File: src/rtl/csco_pkg.sv
// Purpose: Shared constants and carriers for the status, constant and operand unit.
// Assumes: 16-bit core, register numbers 0..15, two-bit source and one-bit destination modes.
// Notes: Status word bit positions and constant values are named here; the unit's assertions repeat some as literals.
package csco_pkg;

    // Register numbers with dedicated roles
    localparam logic [3:0] CSCO_REG_PC = 4'h0;
    localparam logic [3:0] CSCO_REG_SP = 4'h1;
    localparam logic [3:0] CSCO_REG_PSW = 4'h2;
    localparam logic [3:0] CSCO_REG_CONST = 4'h3;
    localparam logic [3:0] CSCO_REG_GPR0 = 4'h4;

    // Source mode field encodings
    localparam logic [1:0] CSCO_AS_REG = 2'h0;
    localparam logic [1:0] CSCO_AS_IDX = 2'h1;
    localparam logic [1:0] CSCO_AS_IND = 2'h2;
    localparam logic [1:0] CSCO_AS_INC = 2'h3;

    // Status word bit positions
    localparam int CSCO_PSW_C = 0;
    localparam int CSCO_PSW_Z = 1;
    localparam int CSCO_PSW_N = 2;
    localparam int CSCO_PSW_GIE = 3;
    localparam int CSCO_PSW_HALT = 4;
    localparam int CSCO_PSW_LOW_FREQ_OSCILLATOR_DISABLE = 5;
    localparam int CSCO_PSW_GEN0 = 6;
    localparam int CSCO_PSW_GEN1 = 7;
    localparam int CSCO_PSW_V = 8;
    localparam logic [15:0] CSCO_PSW_USED = 16'h01ff;

    // Reset values
    localparam logic [15:0] CSCO_RST_PSW = 16'h0000;
    localparam logic [15:0] CSCO_RST_REG = 16'h0000;

    // Generated constants
    localparam logic [15:0] CSCO_K_ZERO = 16'h0000;
    localparam logic [15:0] CSCO_K_ONE = 16'h0001;
    localparam logic [15:0] CSCO_K_TWO = 16'h0002;
    localparam logic [15:0] CSCO_K_FOUR = 16'h0004;
    localparam logic [15:0] CSCO_K_EIGHT = 16'h0008;
    localparam logic [15:0] CSCO_K_MINUS1 = 16'hffff;

    // Pointer steps
    localparam logic [15:0] CSCO_STEP_BYTE = 16'h0001;
    localparam logic [15:0] CSCO_STEP_WORD = 16'h0002;
    localparam logic [15:0] CSCO_BYTE_MASK = 16'h00ff;

    // Arithmetic class of the operation that updates the flags
    typedef enum logic [2:0] {CSCO_OP_ADD, CSCO_OP_SUM_WITH_CARRY_INSTR, CSCO_OP_SUB, CSCO_OP_SUBC, CSCO_OP_OTHER} csco_op_e;

    // Resolved operand kind
    typedef enum logic [3:0] {
        CSCO_K_REG, CSCO_K_INDEXED, CSCO_K_SYMBOLIC, CSCO_K_ABSOLUTE,
        CSCO_K_INDIRECT, CSCO_K_AUTOINC, CSCO_K_IMMEDIATE, CSCO_K_CONST
    } csco_kind_e;

    // Decode request from the instruction decoder
    typedef struct packed {
        logic valid;
        logic byte_op;
        logic [3:0] src_reg;
        logic [1:0] src_mode;
        logic [3:0] dst_reg;
        logic dst_mode;
    } csco_dec_s;

    // Decoded operands, one cycle after the request
    typedef struct packed {
        logic valid;
        csco_kind_e src_kind;
        logic [15:0] src_value;
        logic src_ext;
        csco_kind_e dst_kind;
        logic [15:0] dst_value;
        logic dst_ext;
    } csco_opnd_s;

    // Flag update from the execute stage
    typedef struct packed {
        logic valid;
        csco_op_e op;
        logic byte_op;
        logic [15:0] dst;
        logic [15:0] src;
        logic [15:0] result;
        logic carry;
    } csco_alu_s;

    // Register write-back
    typedef struct packed {
        logic valid;
        logic byte_op;
        logic [3:0] dst_reg;
        logic [15:0] data;
    } csco_wb_s;

endpackage : csco_pkg

File: src/rtl/csco_unit.sv
// Purpose: Status word, constant generator, register file and operand mode decode of a 16-bit core.
// Assumes: Decoder, execute stage and clock system sit outside; one clock, async reset.
// Notes: Decode answers one cycle after the request; register updates land at the same edge.
module csco_unit
    import csco_pkg::*;
#(
    parameter int DATA_W = 16,
    parameter int NUM_GPR = 12
) (
    // Clock and reset
    input wire logic i_mclk,
    input wire logic i_rst,
    // Decoder side
    input wire csco_dec_s i_dec,
    output csco_opnd_s o_opnd,
    // Execute side
    input wire csco_alu_s i_alu,
    input wire csco_wb_s i_wb,
    input wire logic i_pc_step,
    input wire logic i_pc_load,
    input wire logic [15:0] i_pc_value,
    // Clock system and interrupt side
    input wire logic i_dco_drives_main,
    input wire logic i_dco_drives_sub,
    input wire logic i_lfxt_drives_main,
    input wire logic i_lfxt_drives_sub,
    input wire logic i_irq_request,
    // Status and control outputs
    output logic [15:0] o_processor_status_word,
    output logic [15:0] o_program_counter,
    output logic o_sub_clock_off,
    output logic o_dco_gen_off,
    output logic o_lfxt_off,
    output logic o_core_halt,
    output logic o_irq_accept
);

    // Fixed-width structure: refuse anything else at elaboration
    if (DATA_W != 16 || NUM_GPR != 12) begin : g_bad_params
        $error("csco_unit supports only DATA_W 16 and NUM_GPR 12");
    end

    typedef struct packed {
        logic [15:0] pc;
        logic [15:0] sp;
        logic [15:0] psw;
        logic [11:0][15:0] gpr;
        csco_opnd_s opnd;
    } csco_state_s;

    csco_state_s state_reg;
    csco_state_s state_next;

    // Plain register read; the constant-only register has no storage
    function automatic logic [15:0] csco_read(input csco_state_s s, input logic [3:0] idx);
        logic [3:0] gi;
        gi = 4'(idx - CSCO_REG_GPR0);
        case (idx)
            CSCO_REG_PC: csco_read = s.pc;
            CSCO_REG_SP: csco_read = s.sp;
            CSCO_REG_PSW: csco_read = s.psw;
            CSCO_REG_CONST: csco_read = CSCO_K_ZERO;
            default: csco_read = s.gpr[gi];
        endcase
    endfunction : csco_read

    // Source operand resolution
    logic [15:0] src_raw;
    logic [15:0] src_val;
    csco_kind_e src_kind;
    logic src_ext;
    logic src_inc;
    logic [15:0] src_step;

    always_comb begin
        src_raw = csco_read(state_reg, i_dec.src_reg);
        src_val = src_raw;
        src_kind = CSCO_K_REG;
        src_ext = 1'b0;
        src_inc = 1'b0;
        src_step = i_dec.byte_op ? CSCO_STEP_BYTE : CSCO_STEP_WORD;
        if (i_dec.src_reg == CSCO_REG_CONST) begin
            // Constants come out of the mux; no extension word is requested
            src_kind = CSCO_K_CONST;
            case (i_dec.src_mode)
                CSCO_AS_REG: src_val = CSCO_K_ZERO;
                CSCO_AS_IDX: src_val = CSCO_K_ONE;
                CSCO_AS_IND: src_val = CSCO_K_TWO;
                default: src_val = CSCO_K_MINUS1;
            endcase
        end else if (i_dec.src_reg == CSCO_REG_PSW && i_dec.src_mode != CSCO_AS_REG) begin
            case (i_dec.src_mode)
                CSCO_AS_IDX: begin
                    src_kind = CSCO_K_ABSOLUTE;
                    src_val = CSCO_K_ZERO;
                    src_ext = 1'b1;
                end
                CSCO_AS_IND: begin
                    src_kind = CSCO_K_CONST;
                    src_val = CSCO_K_FOUR;
                end
                default: begin
                    src_kind = CSCO_K_CONST;
                    src_val = CSCO_K_EIGHT;
                end
            endcase
        end else begin
            case (i_dec.src_mode)
                CSCO_AS_REG: begin
                    src_kind = CSCO_K_REG;
                    src_val = i_dec.byte_op ? (src_raw & CSCO_BYTE_MASK) : src_raw;
                end
                CSCO_AS_IDX: begin
                    // Base register value; the index word follows the instruction
                    src_kind = (i_dec.src_reg == CSCO_REG_PC) ? CSCO_K_SYMBOLIC : CSCO_K_INDEXED;
                    src_ext = 1'b1;
                end
                CSCO_AS_IND: begin
                    src_kind = CSCO_K_INDIRECT;
                end
                default: begin
                    src_inc = 1'b1;
                    if (i_dec.src_reg == CSCO_REG_PC) begin
                        // Counter stays even, so it always steps a whole word
                        src_kind = CSCO_K_IMMEDIATE;
                        src_ext = 1'b1;
                        src_step = CSCO_STEP_WORD;
                    end else begin
                        src_kind = CSCO_K_AUTOINC;
                    end
                end
            endcase
        end
    end

    // Destination resolution, independent of the source mode
    logic [15:0] dst_raw;
    csco_kind_e dst_kind;

    always_comb begin
        dst_raw = csco_read(state_reg, i_dec.dst_reg);
        dst_kind = CSCO_K_REG;
        if (i_dec.dst_mode) begin
            if (i_dec.dst_reg == CSCO_REG_PSW) begin
                dst_kind = CSCO_K_ABSOLUTE;
                dst_raw = CSCO_K_ZERO;
            end else if (i_dec.dst_reg == CSCO_REG_PC) begin
                dst_kind = CSCO_K_SYMBOLIC;
            end else begin
                dst_kind = CSCO_K_INDEXED;
            end
        end
    end

    // Flag computation from the execute result
    logic r_msb;
    logic a_msb;
    logic b_msb;
    logic f_zero;
    logic f_ovf;

    always_comb begin
        r_msb = i_alu.byte_op ? i_alu.result[7] : i_alu.result[15];
        a_msb = i_alu.byte_op ? i_alu.dst[7] : i_alu.dst[15];
        b_msb = i_alu.byte_op ? i_alu.src[7] : i_alu.src[15];
        f_zero = i_alu.byte_op ? (i_alu.result[7:0] == 8'h00) : (i_alu.result == 16'h0000);
        case (i_alu.op)
            CSCO_OP_ADD, CSCO_OP_SUM_WITH_CARRY_INSTR: f_ovf = (a_msb == b_msb) && (r_msb != a_msb);
            CSCO_OP_SUB, CSCO_OP_SUBC: f_ovf = (a_msb != b_msb) && (r_msb != a_msb);
            default: f_ovf = 1'b0;
        endcase
    end

    // Next state: program counter, flags, write-back, autoincrement, decode result
    logic [3:0] wb_gi;
    logic [3:0] inc_gi;
    logic [15:0] wb_data;
    logic [15:0] inc_value;

    always_comb begin
        state_next = state_reg;
        wb_gi = 4'(i_wb.dst_reg - CSCO_REG_GPR0);
        inc_gi = 4'(i_dec.src_reg - CSCO_REG_GPR0);
        wb_data = i_wb.byte_op ? (i_wb.data & CSCO_BYTE_MASK) : i_wb.data;
        inc_value = 16'(src_raw + src_step);
        // Program counter: load is forced even, step is one word
        if (i_pc_load) begin
            state_next.pc = {i_pc_value[15:1], 1'b0};
        end else if (i_pc_step) begin
            state_next.pc = 16'(state_reg.pc + CSCO_STEP_WORD);
        end
        // Flags of the finished operation
        if (i_alu.valid) begin
            state_next.psw[CSCO_PSW_N] = r_msb;
            state_next.psw[CSCO_PSW_Z] = f_zero;
            state_next.psw[CSCO_PSW_C] = i_alu.carry;
            state_next.psw[CSCO_PSW_V] = f_ovf;
        end
        // Pointer bump; a write-back below to the same register takes precedence
        if (i_dec.valid && src_inc) begin
            case (i_dec.src_reg)
                CSCO_REG_PC: state_next.pc = inc_value;
                CSCO_REG_SP: state_next.sp = inc_value;
                default: state_next.gpr[inc_gi] = inc_value;
            endcase
        end
        // Write-back; the constant-only register swallows writes
        if (i_wb.valid) begin
            case (i_wb.dst_reg)
                CSCO_REG_PC: state_next.pc = {wb_data[15:1], 1'b0};
                CSCO_REG_SP: state_next.sp = wb_data;
                CSCO_REG_PSW: begin
                    // Byte writes to the status word are not a register-mode word access
                    if (!i_wb.byte_op) begin
                        state_next.psw = wb_data & CSCO_PSW_USED;
                    end
                end
                CSCO_REG_CONST: state_next.psw = state_next.psw;
                default: state_next.gpr[wb_gi] = wb_data;
            endcase
        end
        // Registered decode answer
        state_next.opnd.valid = i_dec.valid;
        if (i_dec.valid) begin
            state_next.opnd.src_kind = src_kind;
            state_next.opnd.src_value = src_val;
            state_next.opnd.src_ext = src_ext;
            state_next.opnd.dst_kind = dst_kind;
            state_next.opnd.dst_value = dst_raw;
            state_next.opnd.dst_ext = i_dec.dst_mode;
        end
    end

    // State register
    always_ff @(posedge i_mclk or posedge i_rst) begin
        if (i_rst) begin
            state_reg <= '0;
            state_reg.pc <= CSCO_RST_REG;
            state_reg.psw <= CSCO_RST_PSW;
        end else begin
            state_reg <= state_next;
        end
    end

    // Outputs from the state register, the oscillator-off and interrupt ones gated by inputs; clock system gating needs no extra delay
    assign o_opnd = state_reg.opnd;
    assign o_processor_status_word = state_reg.psw;
    assign o_program_counter = state_reg.pc;
    assign o_sub_clock_off = state_reg.psw[CSCO_PSW_GEN1];
    assign o_dco_gen_off = state_reg.psw[CSCO_PSW_GEN0] && !i_dco_drives_main && !i_dco_drives_sub;
    assign o_lfxt_off = state_reg.psw[CSCO_PSW_LOW_FREQ_OSCILLATOR_DISABLE] && !i_lfxt_drives_main && !i_lfxt_drives_sub;
    assign o_core_halt = state_reg.psw[CSCO_PSW_HALT];
    assign o_irq_accept = i_irq_request && state_reg.psw[CSCO_PSW_GIE];

    // Checks
    const_r3_a: assert property (@(posedge i_mclk) disable iff (i_rst)
        i_dec.valid && i_dec.src_reg == CSCO_REG_CONST && i_dec.src_mode == CSCO_AS_INC
        |=> o_opnd.valid && o_opnd.src_value == 16'hffff && !o_opnd.src_ext)
        else $error("constant register mode 11 did not give minus one");

    const_r2_a: assert property (@(posedge i_mclk) disable iff (i_rst)
        i_dec.valid && i_dec.src_reg == CSCO_REG_PSW && i_dec.src_mode == CSCO_AS_IND
        |=> o_opnd.src_value == 16'h0004 && o_opnd.src_kind == CSCO_K_CONST)
        else $error("status register mode 10 did not give four");

    no_ext_a: assert property (@(posedge i_mclk) disable iff (i_rst)
        o_opnd.valid && o_opnd.src_kind == CSCO_K_CONST |-> !o_opnd.src_ext)
        else $error("generated constant requested an extension word");

    add_ovf_a: assert property (@(posedge i_mclk) disable iff (i_rst)
        i_alu.valid && i_alu.op == CSCO_OP_ADD && !i_alu.byte_op && !i_wb.valid
        && !i_alu.dst[15] && !i_alu.src[15] && i_alu.result[15]
        |=> o_processor_status_word[8] && o_processor_status_word[2])
        else $error("positive plus positive negative did not set overflow");

    sub_ovf_a: assert property (@(posedge i_mclk) disable iff (i_rst)
        i_alu.valid && (i_alu.op == CSCO_OP_SUB || i_alu.op == CSCO_OP_SUBC) && !i_wb.valid
        && (i_alu.byte_op ? i_alu.dst[7] == i_alu.src[7] : i_alu.dst[15] == i_alu.src[15])
        |=> !o_processor_status_word[8])
        else $error("subtract of like signs set overflow");

    byte_zero_a: assert property (@(posedge i_mclk) disable iff (i_rst)
        i_alu.valid && i_alu.byte_op && !i_wb.valid && i_alu.result[7:0] == 8'h00
        |=> o_processor_status_word[1] && !o_processor_status_word[2])
        else $error("zero byte result did not set zero flag");

    pc_even_a: assert property (@(posedge i_mclk) disable iff (i_rst)
        !o_program_counter[0])
        else $error("program counter odd");

    pc_step_a: assert property (@(posedge i_mclk) disable iff (i_rst)
        i_pc_step && !i_pc_load && !i_wb.valid && !(i_dec.valid && src_inc && i_dec.src_reg == CSCO_REG_PC)
        |=> o_program_counter == 16'($past(o_program_counter) + 16'h0002))
        else $error("program counter step was not one word");

    irq_gate_a: assert property (@(posedge i_mclk) disable iff (i_rst)
        o_irq_accept |-> o_processor_status_word[3] && i_irq_request)
        else $error("interrupt accepted while masked");

    byte_wb_a: assert property (@(posedge i_mclk) disable iff (i_rst)
        i_wb.valid && i_wb.byte_op && i_wb.dst_reg == 4'h7 ##2 i_dec.valid && !i_wb.valid
        && i_dec.src_reg == 4'h7 && i_dec.src_mode == CSCO_AS_REG && !i_dec.byte_op
        |=> o_opnd.src_value[15:8] == 8'h00)
        else $error("byte write left upper byte set");

    autoinc_a: assert property (@(posedge i_mclk) disable iff (i_rst)
        i_dec.valid && i_dec.src_reg == 4'h6 && i_dec.src_mode == CSCO_AS_INC && i_dec.byte_op && !i_wb.valid
        ##1 i_dec.valid && !i_wb.valid && i_dec.src_reg == 4'h6 && i_dec.src_mode == CSCO_AS_REG
        |=> o_opnd.src_value[7:0] == 8'($past(o_opnd.src_value[7:0]) + 8'h01))
        else $error("byte autoincrement did not add one");

    halt_a: assert property (@(posedge i_mclk) disable iff (i_rst)
        o_core_halt == o_processor_status_word[4] && o_sub_clock_off == o_processor_status_word[7])
        else $error("halt or sub-clock output disagrees with status word");

endmodule : csco_unit

File: config.mk
export PLATFORM = sky130hd
export DESIGN_NAME = csco_unit
export DESIGN_NICKNAME = d
export VERILOG_FILES = /design/src/rtl/csco_pkg.sv /design/src/rtl/csco_unit.sv
export SDC_FILE = /design/constraint.sdc
export NUM_CORES = 1
export LEC_CHECK = 0
export BUFFER_PORTS_ARGS = -buffer_cell sky130_fd_sc_hd__buf_2
export CAP_MARGIN = 20
export CORE_MARGIN = 2
export CORE_UTILIZATION = 38
export DETAILED_ROUTE_END_ITERATION = 7
export SYNTH_ARGS = -nofsm -noshare
export SYNTH_HDL_FRONTEND = slang
export SYNTH_SLANG_ARGS = --single-unit
File: constraint.sdc
create_clock -name i_mclk -period 9.05 [get_ports i_mclk]
set_clock_uncertainty 0.1 [all_clocks]
set_input_delay 0.905 -clock i_mclk [delete_from_list [all_inputs] [get_ports i_mclk]]
set_output_delay 0.905 -clock i_mclk [all_outputs]
set_load 0.005 [all_outputs]
==> impl_results.md <==
- Status: finished clean
- RSZ-0062 raised after global routing: no
- Total Neg Setup Slack: 0 ns
- Vias: around 17,000
- Commonest cells post-synth: dfrtp_1 (273), nand2_1 (264), nor2_1 (210)
- Number of fill cells: roughly 4,700
- Routed Antenna Nets: 0
- Mapped Cells: approximately 2,000
- Switching pwr: roughly 1.4 mW
- Global-route wire length before repair: 101.2 mm
- Peak VDD IR: 0.1562 mV
- Crit path buffers/inverters: 3
- Post-CTS setup buffer count: 0
- Combinational power share: ~28%
- Avg Inst Size Synth: just over 9 µm²
- Clk pwr share: a little under a third
- Crit path kind: in -> reg
- CP Launch Point: i_dec[9]
- F_max: between 0.15 and 0.2 GHz
- R2r endpoint: state_reg[185]
- Post-Synth Simple-Gate Area: between 10% and 20%
- Via density: 6.301
- Crit share post-route: just over 70%
- Cell area after layout: just under 0.02 mm²
- # setup viols final: 0
- Synth top area share: 37.63%
- Post-synth EDFFs: 0
- Primary FF master, synth: dfrtp_1
- Antenna violations before repair: 7
- Die ar.: 0.04954 mm²
- CTS tree: yes
- Hold_buf cts: 0
- Leakage Power: 8.374 nW
- PortBufs: about 150
- WHS: 0.3597 ns
- Post-synthesis sequential area ratio: 37.63%
- Area growth syn-to-layout: 8.628%
- Worst path cell trace: buf_2 > inv_1 > ha_1 > nor2b_1 > a22oi_1 > o21ai_0 > ha_1 > inv_1 > fa_1 > a221oi_2 > nand3_2 > o31ai_2 > nand3_1 > a22oi_1
- Pint: about 2.7 mW
- CTS H-tree lvls: 1
- # rows: 80
- CP Max Fanout: 16
- CP max stage cell: o31ai_2
- Clock slew at reported path FFs: 0.07 ns
- Initial core utilization: approximately two fifths
- Synth area leader: dfrtp_1
- CTS buffer count: 31
- Initial DRC Count: 2,291
- Synthesized area: roughly 0.018 mm²
- Most common cell in the netlist: dfrtp_1
- Startpoint types: primary input
- Tot Pwr: a little over 4 mW
- Seq pwr share: 41.7%
- CTS max path bufs: 3
- Slew @ Worst Pin: approximately 1.1 ns
- Req. time, crit path: about 9.5 ns
- Wire per inst: 25.92 µm
- PostCTS Resize Cnt: 0
- Nets: approximately 2,100
- Ys Warns: 0
- Wirelength, routed: 67.97 mm
- CP max stage delay: ~1.0 ns
- Worst R2R Path Depth: 12
- Rel. slew slack: between 20% and 30%
- Global-route usage over all layers: a little over a quarter
- Share of post-route cells with drive strength above 1: a little under a fifth
- Total grt overflow: 0
- Flop2flop setup slack: 4.43 ns
- Cell variety after synth: 80
- Switching share of power: about a third
- RR Startpoint: state_reg[91]
- Clock Root Buffer: clkbuf_16
- Maxcap violations: 0
- Post-DP HPWL: ~47 mm
- Placed inst area: 0.01863 mm²
- Largest register FFs: between 200 and 250
- DR pass1 iterations: 7
- PwrDens: 206.7 mW/mm²
- Post-synthesis mux area share: between 10% and 20%
- Die Wd: around 220 µm
- Placer congestion estimate: roughly 0.96
- Clk_lat worst skew: ~0.6 ns
- HP Class: in -> async
- Fin. Hold Viols: 0
- Final Util: between 40% and 50%
- Critical path depth: 14
- Remaining DRCs: 0
- Synth Area in Adders: 1.075%
- Synth top area cells: dfrtp_1 (38%), mux4_2 (10%), nand2_1 (5.5%), nor2_1 (4.3%), mux2i_1 (4.0%)
- Largest family of logic cells by synthesized area: compound AO/OA/AOI/OAI gates
- Die height: around 220 µm
- Core box area: ~0.047 mm²
- Post-Synth XOR/XNOR Area: between 1 and 1.5%
- Kind of cell adding the most delay to the critical path: compound AO/OA/AOI/OAI gates
- #FFs+latches synth: 273
- Synth Area in Compound Gates: between 10% and 20%
- Clock Sinks: between 200 and 300
- Async S/R FF share, synth: 100.0%
- Max Transition Viols Final: 0
- Critical path arrival: around 6.9 ns
- Crit path to: state_reg[185]
- Worst setup EP type: flop
- I/O pin count: slightly below 200
- Largest net degree at the start of global routing: 131
- Fin crit period: about 6.5 ns
- Vias in the first global route: between 15,000 and 20,000
[kinds of logic after synthesis]
logic type | after synthesis
multiplexers | 176
AND/OR/NAND/NOR | 720
adder cells (fa/ha/maj) | 15
flip-flops | 273
buffers and inverters | 282
AO/OA/AOI/OAI | 506
XOR/XNOR | 25
other | 1
[worst min-delay path by stage]
stage	start	end	slack, ns	depth (start not counted)
6_report	i_rst	state_reg[254]	0.36	2
3_3_place_gp	o_opnd[23]	o_opnd[23]	0.36	1
5_1_grt	o_opnd[23]	o_opnd[23]	0.41	1
3_5_place_dp	o_opnd[23]	o_opnd[23]	0.37	1
4_1_cts	o_opnd[23]	o_opnd[23]	0.38	1
2_1_floorplan	o_opnd[23]	o_opnd[23]	0.35	1
[per-layer routing]
metal	routed length (µm)	share of wire, %	vias to the layer above	GRT usage (%)
met3	7275	11	194	5.607
met1	26360	39	8070	35.74
met2	30690	45	1104	41.79
met4	3634	5.3	2	13.42
li1	-	-	7150	-
met5	11	0.016	-	0
[per-stage QoR]
step,cells,setup slack (ns)
final,2622,2.511
after detailed placement,2554,2.123
after CTS,2608,2.753
after global placement,2554,2.288
after global routing,2620,2.342
after floorplan,2007,0.5213
[worst register-to-register path: cells and delay by family, from the launching register on]
family	cells	cell delay, ns
muxes	2	0.43
and+or+nand+nor	2	0.46
DFF	1	0.37
AOI/OAI and AO/OA	5	2.33
buffers and inverters	1	0.07
adders and majority gates	2	0.77
[placed cells by master (no fill, tap or decap), types with 13 or more instances in the layout]
master       n
o21ai_0    117
or3_1       23
o221ai_1    19
nand2_1    264
clkbuf_16   31
buf_2      150
a22oi_1     68
mux4_2      83
and3_1      13
inv_1       25
nor2_1     210
nand2b_1    16
a221oi_1    15
a31oi_1     79
mux2i_1     73
and2_1      13
ha_1        14
mux2_2      20
a21oi_1    130
buf_4       42
dfrtp_1    273
nand3_1    117
[final cells by class]
| class | count | area (µm²) | area share (%) |
|---|---|---|---|
| Clock inverter | 9 | 76.32 | 0.3870 |
| Tap cell | 615 | 769.5 | 3.902 |
| Sequential cell | 273 | 6832 | 34.64 |
| Multi-Input combinational cell | 1452 | 9891 | 50.15 |
| Clock buffer | 45 | 898.4 | 4.555 |
| Timing Repair Buffer | 196 | 1134 | 5.748 |
| Inverter | 27 | 108.9 | 0.5520 |
| Antenna cell | 5 | 12.51 | 0.06344 |
[power by group through the flow]
stage,sequential [mW],combinational (mW),clock (mW)
after floorplan,1.63,0.822,0
after global placement,1.69,1.07,0
after detailed placement,1.71,1.09,0
after CTS,1.69,1.09,1.26
after global routing,1.73,1.21,1.31
final,1.70,1.12,1.25
No activity file was read; power rests on OpenSTA's default activity.
